[src/rxf_params.svh]
// Purpose: Constants for the receive address filter and wake-up detector
// Assumes: Included by rxf_top only
// Notes: Offsets are byte addresses of 32-bit words
`ifndef RXF_PARAMS_SVH
`define RXF_PARAMS_SVH
`define RXF_OFS_MAC_CTRL    5'h00
`define RXF_OFS_ADDR_HIGH   5'h04
`define RXF_OFS_ADDR_LOW    5'h08
`define RXF_OFS_HASH_HIGH   5'h0c
`define RXF_OFS_HASH_LOW    5'h10
`define RXF_OFS_WAKE_PORT   5'h14
`define RXF_OFS_WAKE_CSR    5'h18
`define RXF_BIT_PASS_MC     0
`define RXF_BIT_PROMISC     1
`define RXF_BIT_INVERSE     2
`define RXF_BIT_HASH_ONLY   3
`define RXF_BIT_HASH_PERF   4
`define RXF_BIT_WAKE_EN     0
`define RXF_BIT_WAKE_RCVD   1
`define RXF_BIT_IRQ_EN      2
`define RXF_BIT_PME_EN      3
`define RXF_BIT_REDUCED     4
`define RXF_BIT_CMD_EN      0
`define RXF_BIT_CMD_MC      3
`define RXF_RST_WORD        32'h0000_0000
`define RXF_CRC32_INIT      32'hffff_ffff
`define RXF_CRC32_POLY      32'hedb8_8320
`define RXF_CRC16_INIT      16'hffff
`define RXF_CRC16_POLY      16'ha001
`define RXF_DA_BYTES        8'h06
`define RXF_MASK_BYTES      8'h1f
`endif

[src/rxf_pkg.sv]
// Purpose: Types for the receive address filter
// Assumes: Nothing
// Notes: Bus handshake states
package rxf_pkg;
    typedef enum logic [0:0] {RXF_BUS_IDLE, RXF_BUS_ACK} rxf_bus_e;
    typedef logic [31:0] rxf_word_t;
endpackage

[src/rxf_top.sv]
// Purpose: Destination address filter and wake-up frame detector
// Assumes: Byte stream from MAC receive path on clk, Avalon-MM slave
// Notes: Decision comes two cycles after sixth address byte
`timescale 1ns/100ps
`include "rxf_params.svh"
module rxf_top
    import rxf_pkg::*;
#(
    parameter int NUM_FILT = 4
)(
    input  wire logic        clk,
    input  wire logic        arst_n,
    input  wire logic [4:0]  avs_address,
    input  wire logic        avs_read,
    input  wire logic        avs_write,
    input  wire logic [31:0] avs_writedata,
    input  wire logic [3:0]  avs_byteenable,
    output logic [31:0]      avs_readdata,
    output logic             avs_waitrequest,
    input  wire logic        rx_valid,
    input  wire logic [7:0]  rx_data,
    input  wire logic        rx_sof,
    input  wire logic        rx_eof,
    output logic             decision_valid,
    output logic             frame_accept,
    output logic             wake_irq,
    output logic             power_event_out
);
    // Bit-serial CRC steps, LSB first
    function automatic logic [31:0] crc32_byte(input logic [31:0] c, input logic [7:0] d);
        logic [31:0] r;
        r = c;
        for (int k = 0; k < 8; k++)
        begin
            r = (r[0] ^ d[k]) ? ((r >> 1) ^ `RXF_CRC32_POLY) : (r >> 1);
        end
        return r;
    endfunction

    function automatic logic [15:0] crc16_byte(input logic [15:0] c, input logic [7:0] d);
        logic [15:0] r;
        r = c;
        for (int k = 0; k < 8; k++)
        begin
            r = (r[0] ^ d[k]) ? ((r >> 1) ^ `RXF_CRC16_POLY) : (r >> 1);
        end
        return r;
    endfunction

    function automatic logic [31:0] be_merge(input logic [31:0] o, input logic [31:0] n, input logic [3:0] be);
        logic [31:0] r;
        r = o;
        for (int b = 0; b < 4; b++)
        begin
            if (be[b])
            begin
                r[b*8 +: 8] = n[b*8 +: 8];
            end
        end
        return r;
    endfunction

    rxf_bus_e    bus_q;
    rxf_bus_e    bus_d;
    logic        wait_q;
    logic [31:0] rdata_q;
    logic [31:0] ctrl_q;
    logic [31:0] addr_hi_q;
    logic [31:0] addr_lo_q;
    logic [31:0] hash_hi_q;
    logic [31:0] hash_lo_q;
    logic [31:0] wcsr_q;
    logic [31:0] wf_q [0:7];
    logic [2:0]  wf_ptr_q;
    logic [7:0]  idx_q;
    logic [47:0] da_q;
    logic [31:0] crc32_q;
    logic        da_done_q;
    logic        dec_q;
    logic        acc_q;
    logic        addr_ok_q;
    logic        mc_q;
    logic        irq_q;
    logic        pme_q;
    logic [15:0] crc16_q [0:NUM_FILT-1];

    // Bus decode
    wire         req_w      = avs_read | avs_write;
    wire         done_w     = (bus_q == RXF_BUS_ACK);
    wire         wr_w       = done_w & avs_write;
    wire         rd_w       = done_w & avs_read;
    wire         sel_ctrl   = (avs_address == `RXF_OFS_MAC_CTRL);
    wire         sel_ahi    = (avs_address == `RXF_OFS_ADDR_HIGH);
    wire         sel_alo    = (avs_address == `RXF_OFS_ADDR_LOW);
    wire         sel_hhi    = (avs_address == `RXF_OFS_HASH_HIGH);
    wire         sel_hlo    = (avs_address == `RXF_OFS_HASH_LOW);
    wire         sel_port   = (avs_address == `RXF_OFS_WAKE_PORT);
    wire         sel_wcsr   = (avs_address == `RXF_OFS_WAKE_CSR);
    wire [31:0]  wmerge_w   = be_merge(wf_q[wf_ptr_q], avs_writedata, avs_byteenable);
    wire [31:0]  rmux_w     = sel_ctrl ? {27'h0, ctrl_q[4:0]} :
                              sel_ahi  ? {16'h0, addr_hi_q[15:0]} :
                              sel_alo  ? addr_lo_q :
                              sel_hhi  ? hash_hi_q :
                              sel_hlo  ? hash_lo_q :
                              sel_port ? wf_q[wf_ptr_q] :
                              sel_wcsr ? {27'h0, wcsr_q[4:0]} : 32'h0000_0000;

    // Receive stream position
    wire [7:0]   pos_w      = rx_sof ? 8'h00 : idx_q;
    wire         in_da_w    = rx_valid & (pos_w < `RXF_DA_BYTES);
    wire         da_last_w  = rx_valid & (pos_w == `RXF_DA_BYTES - 8'h01);
    wire [31:0]  crc32_in_w = rx_sof ? `RXF_CRC32_INIT : crc32_q;

    // Address classification
    wire [47:0]  station_w  = {addr_hi_q[15:0], addr_lo_q};
    wire         perf_w     = (da_q == station_w);
    wire         mc_w       = da_q[0];
    wire [5:0]   hidx_w     = crc32_q[31:26];
    wire         hash_w     = hidx_w[5] ? hash_hi_q[hidx_w[4:0]] : hash_lo_q[hidx_w[4:0]];
    wire         f_pass_all_multicast    = ctrl_q[`RXF_BIT_PASS_MC];
    wire         f_promiscuous_sel     = ctrl_q[`RXF_BIT_PROMISC];
    wire         f_inv      = ctrl_q[`RXF_BIT_INVERSE];
    wire         f_ho       = ctrl_q[`RXF_BIT_HASH_ONLY];
    wire         f_hp       = ctrl_q[`RXF_BIT_HASH_PERF];
    wire         uni_ok_w   = (f_ho & f_hp) ? hash_w : perf_w;
    wire         mc_ok_w    = f_pass_all_multicast ? 1'b1 : (f_hp ? hash_w : perf_w);
    wire         pass_w     = f_promiscuous_sel ? 1'b1 :
                              f_inv  ? ~perf_w :
                              (mc_w ? mc_ok_w : uni_ok_w);
    wire         wake_on_w  = wcsr_q[`RXF_BIT_WAKE_EN] | wcsr_q[`RXF_BIT_REDUCED];

    // Wake filter fields
    wire         addr_ok_w  = addr_ok_q;
    wire [NUM_FILT-1:0] hit_w;
    genvar g;
    generate
        for (g = 0; g < NUM_FILT; g++)
        begin : g_filt
            wire [30:0] mask_w = wf_q[g][30:0];
            wire [7:0]  cmd_w  = wf_q[4][g*8 +: 8];
            wire [7:0]  off_w  = wf_q[5][g*8 +: 8];
            wire [15:0] ref_w  = wf_q[6 + g/2][(g%2)*16 +: 16];
            wire [7:0]  rel_w  = pos_w - off_w;
            wire        win_w  = rx_valid & (pos_w >= off_w) & (rel_w < `RXF_MASK_BYTES);
            wire        use_w  = win_w & mask_w[rel_w[4:0]];
            wire [15:0] base_w = rx_sof ? `RXF_CRC16_INIT : crc16_q[g];
            assign hit_w[g] = cmd_w[`RXF_BIT_CMD_EN] & (cmd_w[`RXF_BIT_CMD_MC] == mc_q) &
                              addr_ok_w & (crc16_q[g] == ref_w);
            always_ff @(posedge clk or negedge arst_n)
            begin
                if (!arst_n)
                begin
                    crc16_q[g] <= `RXF_CRC16_INIT;
                end
                else if (use_w)
                begin
                    crc16_q[g] <= crc16_byte(base_w, rx_data);
                end
                else if (rx_sof)
                begin
                    crc16_q[g] <= `RXF_CRC16_INIT;
                end
            end
        end
    endgenerate

    wire         wake_hit_w = rx_eof & wake_on_w & dec_q & (|hit_w);
    wire         clr_rcvd_w = wr_w & sel_wcsr & avs_byteenable[0] & avs_writedata[`RXF_BIT_WAKE_RCVD];
    wire         rcvd_d     = wake_hit_w | (wcsr_q[`RXF_BIT_WAKE_RCVD] & ~clr_rcvd_w);
    wire [31:0]  wcsr_wr_w  = be_merge(wcsr_q, avs_writedata, avs_byteenable);
    wire [31:0]  wcsr_d     = {27'h0, (wr_w & sel_wcsr) ? wcsr_wr_w[4:2] : wcsr_q[4:2],
                               rcvd_d, (wr_w & sel_wcsr) ? wcsr_wr_w[0] : wcsr_q[0]};

    always_comb
    begin
        bus_d = bus_q;
        case (bus_q)
            RXF_BUS_IDLE: bus_d = req_w ? RXF_BUS_ACK : RXF_BUS_IDLE;
            RXF_BUS_ACK:  bus_d = RXF_BUS_IDLE;
            default:      bus_d = RXF_BUS_IDLE;
        endcase
    end

    // Bus handshake
    always_ff @(posedge clk or negedge arst_n)
    begin
        if (!arst_n)
        begin
            bus_q   <= RXF_BUS_IDLE;
            wait_q  <= 1'b1;
            rdata_q <= `RXF_RST_WORD;
        end
        else
        begin
            bus_q   <= bus_d;
            wait_q  <= ~(bus_d == RXF_BUS_ACK);
            rdata_q <= (bus_q == RXF_BUS_IDLE && avs_read) ? rmux_w : rdata_q;
        end
    end

    // Configuration registers
    always_ff @(posedge clk or negedge arst_n)
    begin
        if (!arst_n)
        begin
            ctrl_q    <= `RXF_RST_WORD;
            addr_hi_q <= `RXF_RST_WORD;
            addr_lo_q <= `RXF_RST_WORD;
            hash_hi_q <= `RXF_RST_WORD;
            hash_lo_q <= `RXF_RST_WORD;
            wcsr_q    <= `RXF_RST_WORD;
        end
        else
        begin
            if (wr_w & sel_ctrl)
            begin
                ctrl_q <= be_merge(ctrl_q, avs_writedata, avs_byteenable);
            end
            if (wr_w & sel_ahi)
            begin
                addr_hi_q <= be_merge(addr_hi_q, avs_writedata, avs_byteenable);
            end
            if (wr_w & sel_alo)
            begin
                addr_lo_q <= be_merge(addr_lo_q, avs_writedata, avs_byteenable);
            end
            if (wr_w & sel_hhi)
            begin
                hash_hi_q <= be_merge(hash_hi_q, avs_writedata, avs_byteenable);
            end
            if (wr_w & sel_hlo)
            begin
                hash_lo_q <= be_merge(hash_lo_q, avs_writedata, avs_byteenable);
            end
            wcsr_q <= wcsr_d;
        end
    end

    // Wake filter port, pointer steps on each access
    always_ff @(posedge clk or negedge arst_n)
    begin
        if (!arst_n)
        begin
            wf_ptr_q <= 3'h0;
            for (int i = 0; i < 8; i++)
            begin
                wf_q[i] <= `RXF_RST_WORD;
            end
        end
        else if ((wr_w | rd_w) & sel_port)
        begin
            wf_ptr_q <= wf_ptr_q + 3'h1;
            if (wr_w)
            begin
                wf_q[wf_ptr_q] <= wmerge_w;
            end
        end
    end

    // Destination address capture and hash CRC
    always_ff @(posedge clk or negedge arst_n)
    begin
        if (!arst_n)
        begin
            idx_q     <= 8'h00;
            da_q      <= 48'h0;
            crc32_q   <= `RXF_CRC32_INIT;
            da_done_q <= 1'b0;
        end
        else
        begin
            if (rx_valid)
            begin
                idx_q <= (pos_w == 8'hff) ? 8'hff : pos_w + 8'h01;
            end
            else if (rx_sof)
            begin
                idx_q <= 8'h00;
            end
            if (in_da_w)
            begin
                da_q[pos_w[2:0]*8 +: 8] <= rx_data;
                crc32_q <= crc32_byte(crc32_in_w, rx_data);
            end
            da_done_q <= da_last_w;
        end
    end

    // Decision hold and outputs
    always_ff @(posedge clk or negedge arst_n)
    begin
        if (!arst_n)
        begin
            dec_q     <= 1'b0;
            acc_q     <= 1'b0;
            addr_ok_q <= 1'b0;
            mc_q      <= 1'b0;
            irq_q     <= 1'b0;
            pme_q     <= 1'b0;
        end
        else
        begin
            if (da_done_q)
            begin
                dec_q     <= 1'b1;
                addr_ok_q <= pass_w;
                mc_q      <= mc_w;
                acc_q     <= pass_w & ~wake_on_w;
            end
            else if (rx_eof | rx_sof)
            begin
                dec_q     <= 1'b0;
                acc_q     <= 1'b0;
                addr_ok_q <= 1'b0;
            end
            irq_q <= rcvd_d & wcsr_d[`RXF_BIT_IRQ_EN];
            pme_q <= rcvd_d & wcsr_d[`RXF_BIT_PME_EN];
        end
    end

    assign avs_readdata    = rdata_q;
    assign avs_waitrequest = wait_q;
    assign decision_valid  = dec_q;
    assign frame_accept    = acc_q;
    assign wake_irq        = irq_q;
    assign power_event_out = pme_q;
endmodule // rxf_top

[config.mk]
export PLATFORM = sky130hd
export DESIGN_NAME = rxf_top
export DESIGN_NICKNAME = d
export VERILOG_FILES = /design/src/rxf_pkg.sv /design/src/rxf_top.sv
export VERILOG_INCLUDE_DIRS = /design/src
export SDC_FILE = /design/constraint.sdc
export NUM_CORES = 1
export LEC_CHECK = 0
export BUFFER_PORTS_ARGS = -buffer_cell sky130_fd_sc_hd__buf_2
export CORE_UTILIZATION = 40
export CTS_CLUSTER_DIAMETER = 40
export CTS_CLUSTER_SIZE = 14
export DETAILED_ROUTE_END_ITERATION = 6
export GPL_ROUTABILITY_DRIVEN = 0
export HOLD_SLACK_MARGIN = 0.15
export PLACE_DENSITY = 0.59
export SLEW_MARGIN = 20
export SYNTH_ARGS = -nofsm -noshare
export SYNTH_HDL_FRONTEND = slang
export SYNTH_SLANG_ARGS = --single-unit
[constraint.sdc]
create_clock -name clk -period 3.5 [get_ports clk]
set_clock_uncertainty 0.05 [all_clocks]
set_input_delay 0.35 -clock clk [delete_from_list [all_inputs] [get_ports clk]]
set_output_delay 0.35 -clock clk [all_outputs]
set_load 0.01 [all_outputs]
==> key figures, run 1 <==
Drt
  – Drt initial violations: roughly 2400
  – First drt pass iteration count: 5
  – Final ANT Viol Nets: 0
  – Via density: roughly 5.9
  – Remaining DRCs: 0
  – Wire per inst: between 20 and 30 um
  – Total Wirelength: about 110000 um
  – Vias after detailed routing: roughly 25000

STA
  – Final Worst Setup Slack: roughly 0.11 ns
  – Period Utilization, post-route: 96.9%
  – Setup Viol. Count Final: 0
  – Clock period minus worst slack: approximately 3.4 ns
  – Slew Viols, Final: 0
  – Slew HR: around a quarter
  – Unrepaired setup endpoints after global routing: no
  – Least-Margin Pin Slew: 1.08 ns
  – Hold Vio Cnt, Final: 0
  – Achievable Freq: ~290 MHz

Global routing
  – Total global routing overflow: 0
  – First-pass GRT wire length: 167000 um
  – Global-route usage over all layers: between 20 and 30%
  – Largest net degree at the start of global routing: 90
  – Vias in the first global route: roughly 25000
  – Initial antenna violation count: 1

CTS
  – H-tree depth: 3
  – Max clock buf depth: 3
  – Clk sinks: 574
  – CTS tree: yes
  – Clk Latency, worst-skew pair: about 0.66 ns
  – CTS root buf: clkbuf_16
  – Clock transition at the registers of the reported paths: roughly 0.050 ns
  – CTS Buf Count: 100

Synth
  – YS warnings: 0
  – Syn_area_per_cell: about 11 um^2
  – Post-synth top flop: dfrtp_1
  – Mapped cell area: roughly 32000 um^2
  – Post-synthesis sequential area ratio: a little under half
  – Post-Syn Nets: between 2000 and 3000
  – Syn Inst Count: around 2800
  – Ys async rst share: 100%
  – FF+latch count, synth: 574
  – Post-synth cell types: a little under 80
  – Post-synth EDFFs: 0

Final layout
  – Layout area overhead: 21.9%
  – Commonest non-fill, non-tap cells in the layout: dfrtp_1, mux2_2, xnor2_1, nand2_1, buf_4
  – Fillers: 7033
  – Most common cell after layout, fill and taps aside: dfrtp_1
  – Net count, final: 3147
  – Finished Core Util: 49.2%
  – Final Non-Filler Cells: about 4200
  – ANT cells: 0
  – Share of cells above drive strength 1: ~36%

Floorplan
  – Starting Density: around two fifths
  – Core box area: approximately 79000 um^2
  – IO Pins: 93
  – Chip Height: 284 um
  – Num rows: ~100
  – Die area: roughly 80000 um^2
  – Die Wd: around 280 um

Setup path
  – Setup CP Type: reg -> reg
  – Worst path slowest cell: mux4_2
  – Maximum fanout along the worst path: 14
  – Critical Path RT: ~4.0 ns
  – Worst setup SP type: register
  – Most common cell on crit path: mux2i_1
  – CP peak stage delay: ~0.56 ns
  – CP Capture Type: register
  – Critical-path cell list: ha_1, fa_1, buf_4, xnor2_2, mux4_2, mux2i_1, mux2i_1, mux2i_4, nor3_4, buf_12, mux2i_1, a22oi_1
  – Crit path DAT: 3.87 ns

Place
  – Post-DP HPWL: 80300 um
  – Port Buf Inserts: 92
  – Pre-CTS setup slack: -0.405 ns
  – DP Cell Count: about 4000

Min path
  – Min-Delay Path Class: in -> reg

Status
  – Status: finished clean

Run
  – Max Cap Viol: 0

Power
  – P_leak: approximately 17 nW
  – IR drop worst, VDD: around 330 uV
  – Pwr/cell area: a little over 600 nW/um^2
  – Power Total: about 0.024 W
-- cell type report --
cell class              instances  area (um^2)  share of cell area, %
clock buffers                 112         2640                   6.81
clock inverters                76          926                   2.39
inverters                      61          229                  0.591
multi-input cells            1984        16600                   42.7
flip-flops and latches        574        14500                   37.4
well taps                    1050         1310                   3.39
repair buffers                329         2620                   6.75
-- stage by stage --
step	hold WS, ns	cell area (um^2)	TNS, ns
finish	0.191	38800	0
detailed placement	0.408	34600	-9.90
CTS	0.174	38600	0
floorplan	0.00441	31800	0
global placement	0.400	34600	-7.72
global route	0.199	38800	0
-- critical path: cells and delay by family, from the launching register on --
family          cells  cell delay, ns
compound gates      1            0.08
xor+xnor            1            0.28
fa+ha+maj           2            0.65
buf+inv             2            0.34
flops               1            0.40
mux                 5            1.36
simple gates        1            0.10
-- worst paths after layout --
| check | from | cells past startpoint | end | slack, ns |
|---|---|---|---|---|
| max in group asynchronous | arst_n | 3 | g_filt[3].off_w[1] | 1.99 |
| min reg2reg | crc32_q[18] | 2 | crc32_q[18] | 0.41 |
| max | g_filt[0].off_w[0] | 12 | crc16_q[54] | 0.11 |
| min in group asynchronous | arst_n | 2 | g_filt[0].ref_w[13] | 0.33 |
| min | rx_data[3] | 3 | da_q[11] | 0.19 |
| max reg2reg | g_filt[0].off_w[0] | 12 | crc16_q[54] | 0.11 |
-- power breakdown --
part	switching (W)	internal, W	leakage, nW
clock	0.00376	0.00657	1.75
combinational	0.00286	0.00233	7.74
sequential	0.000741	0.00746	7.56
-- synth_stat cells (8+ instances only) --
library cell | n | share of area [%]
a21oi_1 | 141 | 2.2
a221oi_1 | 43 | 1.2
a22oi_1 | 21 | 0.50
a31oi_1 | 13 | 0.26
and2_1 | 8 | 0.16
buf_1 | 25 | 0.29
buf_2 | 42 | 0.66
clkbuf_1 | 103 | 1.2
dfrtp_1 | 477 | 38
dfstp_2 | 97 | 8.0
ha_1 | 37 | 1.5
inv_1 | 57 | 0.67
mux2_1 | 8 | 0.28
mux2_2 | 445 | 16
mux2i_1 | 81 | 2.5
mux4_2 | 62 | 4.4
nand2_1 | 215 | 2.5
nand2b_1 | 14 | 0.28
nand3_1 | 19 | 0.30
nand4_1 | 32 | 0.63
nor2_1 | 153 | 1.8
nor2b_1 | 16 | 0.31
nor3_1 | 42 | 0.66
nor4_1 | 13 | 0.26
o21a_1 | 14 | 0.33
o21ai_0 | 130 | 2.0
o221ai_1 | 8 | 0.22
o31a_1 | 22 | 0.61
o31ai_1 | 25 | 0.59
xnor2_1 | 221 | 6.1
xnor2_2 | 11 | 0.56
xor2_1 | 56 | 1.5
-- registers in the layout (all words and copies together), names as in the netlist, 3 cells and up --
name / count
da_q: 48
g_filt.mask_w: 124
avs_readdata: 32
g_filt.cmd_w: 32
hash_lo_q: 32
addr_lo_q: 32
wf_ptr_q: 3
wf_q: 4
ctrl_q: 5
crc32_q: 32
g_filt.off_w: 32
g_filt.ref_w: 64
wcsr_q: 5
crc16_q: 64
hash_hi_q: 32
addr_hi_q: 16
idx_q: 8
-- kinds of logic after synthesis --
| kind of cell | after synthesis | share of synthesized area [%] |
|---|---|---|
| AND/OR/NAND/NOR | 561 | 8.25 |
| XOR/XNOR | 290 | 8.31 |
| flip-flops | 574 | 45.5 |
| AO/OA/AOI/OAI | 490 | 9.80 |
| buffers and inverters | 235 | 3.01 |
| multiplexers | 601 | 23.4 |
| adder cells (fa/ha/maj) | 41 | 1.71 |
-- metal layers --
layer  global-route usage [%]  up-vias  wire (um)
li1                         -    10686          -
met1                     37.3    12703      46200
met2                     42.8     1114      50900
met3                     4.76      266       8510
met4                     13.5        0       5780
met5                        0        -          0
-- repair_timing --
item | CTS | global route
cloned | 1 | 1
pin swaps | 1 | 1
setup endpoints to repair | 31 | 61
resized for setup | 3 | 24
hold buffers | 42 | 0
hold endpoints to repair | 184 | 0
buffers inserted | 1 | 1
Note: power is estimated with default switching activity, not from simulation.
==> run 2: changes to the inputs <==
--- a/config.mk
+++ b/config.mk
@@ -14,6 +14,7 @@
 export GPL_ROUTABILITY_DRIVEN = 0
 export HOLD_SLACK_MARGIN = 0.15
 export PLACE_DENSITY = 0.59
+export RECOVER_POWER = 50
 export SLEW_MARGIN = 20
 export SYNTH_ARGS = -nofsm -noshare
 export SYNTH_HDL_FRONTEND = slang
==> run 2 against run 1 <==
Compared with the run above: the flow now finishes with violations (capacitance limit, slew limit); first-iteration DRC count up 1.2%; total power decreased by 0.13%; fmax fell by 0.52%; critical endpoint unchanged; largest power group unchanged.
==> key figures, run 2 (synthesis gave the netlist of run 1 again) <==
Status
  – Status: complete, but fails checks
  – Failing checks: capacitance limit, slew limit

Power
  – Power Total: approximately 0.024 W
  – P_leak: around 17 nW
  – IR drop worst, VDD: 326 uV
  – Pwr/cell area: 614 nW/um^2

Final layout
  – ANT cells: 0
  – Max FFs per register: roughly 120
  – Net count, final: approximately 3100
  – Most common cell after layout, fill and taps aside: dfrtp_1
  – Layout area overhead: 21.3%
  – Commonest non-fill, non-tap cells in the layout: dfrtp_1, mux2_2, xnor2_1, nand2_1, buf_4
  – Share of cells above drive strength 1: between 30% and 40%
  – Finished Core Util: between 40% and 50%

Drt
  – Total Wirelength: between 100000 and 150000 um
  – Vias after detailed routing: roughly 25000
  – First drt pass iteration count: 5
  – Wire per inst: around 27 um
  – Via density: 5.93
  – Drt initial violations: between 2000 and 2500
  – Final ANT Viol Nets: 0
  – Remaining DRCs: 0

STA
  – Setup Viol. Count Final: 0
  – Clock period minus worst slack: 3.41 ns
  – Achievable Freq: about 300 MHz
  – Least-Margin Pin Slew: a little over 2 ns
  – Period Utilization, post-route: between 90% and 100%
  – Post-route setup TNS: 0 ns
  – Hold Vio Cnt, Final: 0
  – Slew Viols, Final: slightly above 400
  – Unrepaired setup endpoints after global routing: no
  – Slew HR: -36.9%

Run
  – Max Cap Viol: 8

Min path
  – Min-Delay Path Class: in -> reg

Global routing
  – Largest net degree at the start of global routing: 90
  – Total global routing overflow: 0
  – First-pass GRT wire length: approximately 170000 um
  – Vias in the first global route: 25138
  – Initial antenna violation count: 1
  – Global-route usage over all layers: 27.6%

Floorplan
  – Chip Height: about 280 um
  – Die Wd: 284 um
  – Core box area: 78900 um^2
  – IO Pins: 93
  – Num rows: between 100 and 150
  – Die area: between 80000 and 90000 um^2
  – Starting Density: a little over 40%

CTS
  – CTS root buf: clkbuf_16
  – Max clock buf depth: 3
  – CTS Buf Count: 100
  – Clk Latency, worst-skew pair: about 0.66 ns
  – Clock transition at the registers of the reported paths: ~0.050 ns
  – CTS tree: yes
  – H-tree depth: 3
  – Clk sinks: 574

Setup path
  – Worst setup SP type: register
  – Maximum fanout along the worst path: 14
  – Crit path DAT: about 3.9 ns
  – Setup CP Type: reg -> reg
  – Critical Path RT: a little under 4 ns
  – CP Capture Type: register

Place
  – Post-DP HPWL: between 80000 and 90000 um
  – Port Buf Inserts: approximately 90
[run 2: cell types whose count changed in the layout (fill, tap and decap cells not counted)]
cell,previous run,this run
buf_12,18,10
buf_2,90,65
buf_4,173,167
clkbuf_1,5,40
clkbuf_2,0,3
dlymetal6s4s_1,0,1
[run 2: metal layers]
metal | vias to the layer above | wire length [um] | part of all wire, % | GRT usage [%]
met2 | 1217 | 50600 | 45 | 42.8
met3 | 272 | 8710 | 7.8 | 4.76
met1 | 12620 | 46100 | 41 | 37.3
li1 | 10699 | - | - | -
met5 | - | 0 | 0 | 0
met4 | 0 | 5930 | 5.3 | 13.5
[run 2: final cells by class]
cell class | count | area, um^2
timing repair buffer | 329 | 2440
clock inverter | 76 | 926
inverter | 61 | 229
tap | 1050 | 1310
clock buffer | 112 | 2640
fill | 7067 | 40300
multi-input combinational | 1984 | 16600
sequential | 574 | 14500
[run 2: path summary, 6_finish.rpt]
| kind | startpoint | to | slack, ns | depth (start not counted) |
|---|---|---|---|---|
| min reg2reg | crc32_q[18] | crc32_q[18] | 0.41 | 2 |
| max in group asynchronous | arst_n | g_filt[3].mask_w[26] | 0.61 | 3 |
| max reg2reg | g_filt[0].off_w[0] | crc16_q[54] | 0.09 | 12 |
| min | rx_data[3] | da_q[11] | 0.19 | 3 |
| min in group asynchronous | arst_n | g_filt[0].ref_w[13] | 0.29 | 2 |
| max | g_filt[0].off_w[0] | crc16_q[54] | 0.09 | 12 |
[run 2: where the power goes]
part	switching [W]	total [W]	internal (W)
registers	0.000741	0.00820	0.00746
logic	0.00286	0.00516	0.00231
clock network	0.00376	0.0103	0.00657
total	0.00736	0.0237	0.0163
[run 2: critical path, stage by stage, from the launching register on]
cell and delay (ns):
dfrtp_1 0.40, ha_1 0.24, fa_1 0.41, buf_4 0.15, xnor2_2 0.28, mux4_2 0.56
mux2i_1 0.16, mux2i_1 0.13, mux2i_4 0.37, nor3_4 0.10, buf_12 0.18, mux2i_1 0.16
a22oi_1 0.08
[run 2: per-stage QoR]
| step | std cells | setup slack, ns | instance area [um^2] | hold WS [ns] |
|---|---|---|---|---|
| 6_report | 4186 | 0.0916 | 38600 | 0.195 |
| 5_1_grt | 4186 | 0.00234 | 38600 | 0.199 |
| 4_1_cts | 4184 | 0.0112 | 38600 | 0.174 |
| 3_5_place_dp | 3952 | -0.405 | 34600 | 0.408 |
| 3_3_place_gp | 3952 | -0.380 | 34600 | 0.400 |
| 2_1_floorplan | 2792 | 0.0424 | 31800 | 0.00441 |
[run 2: repair_timing]
item / 4_1_cts / 5_1_grt
cloned: 1 / 1
buffers inserted: 1 / 1
setup endpoints to repair: 31 / 61
resized for setup: 3 / 24
pin swaps: 1 / 1
endpoints found under the hold margin: 184 / 0
hold buffers: 42 / 0
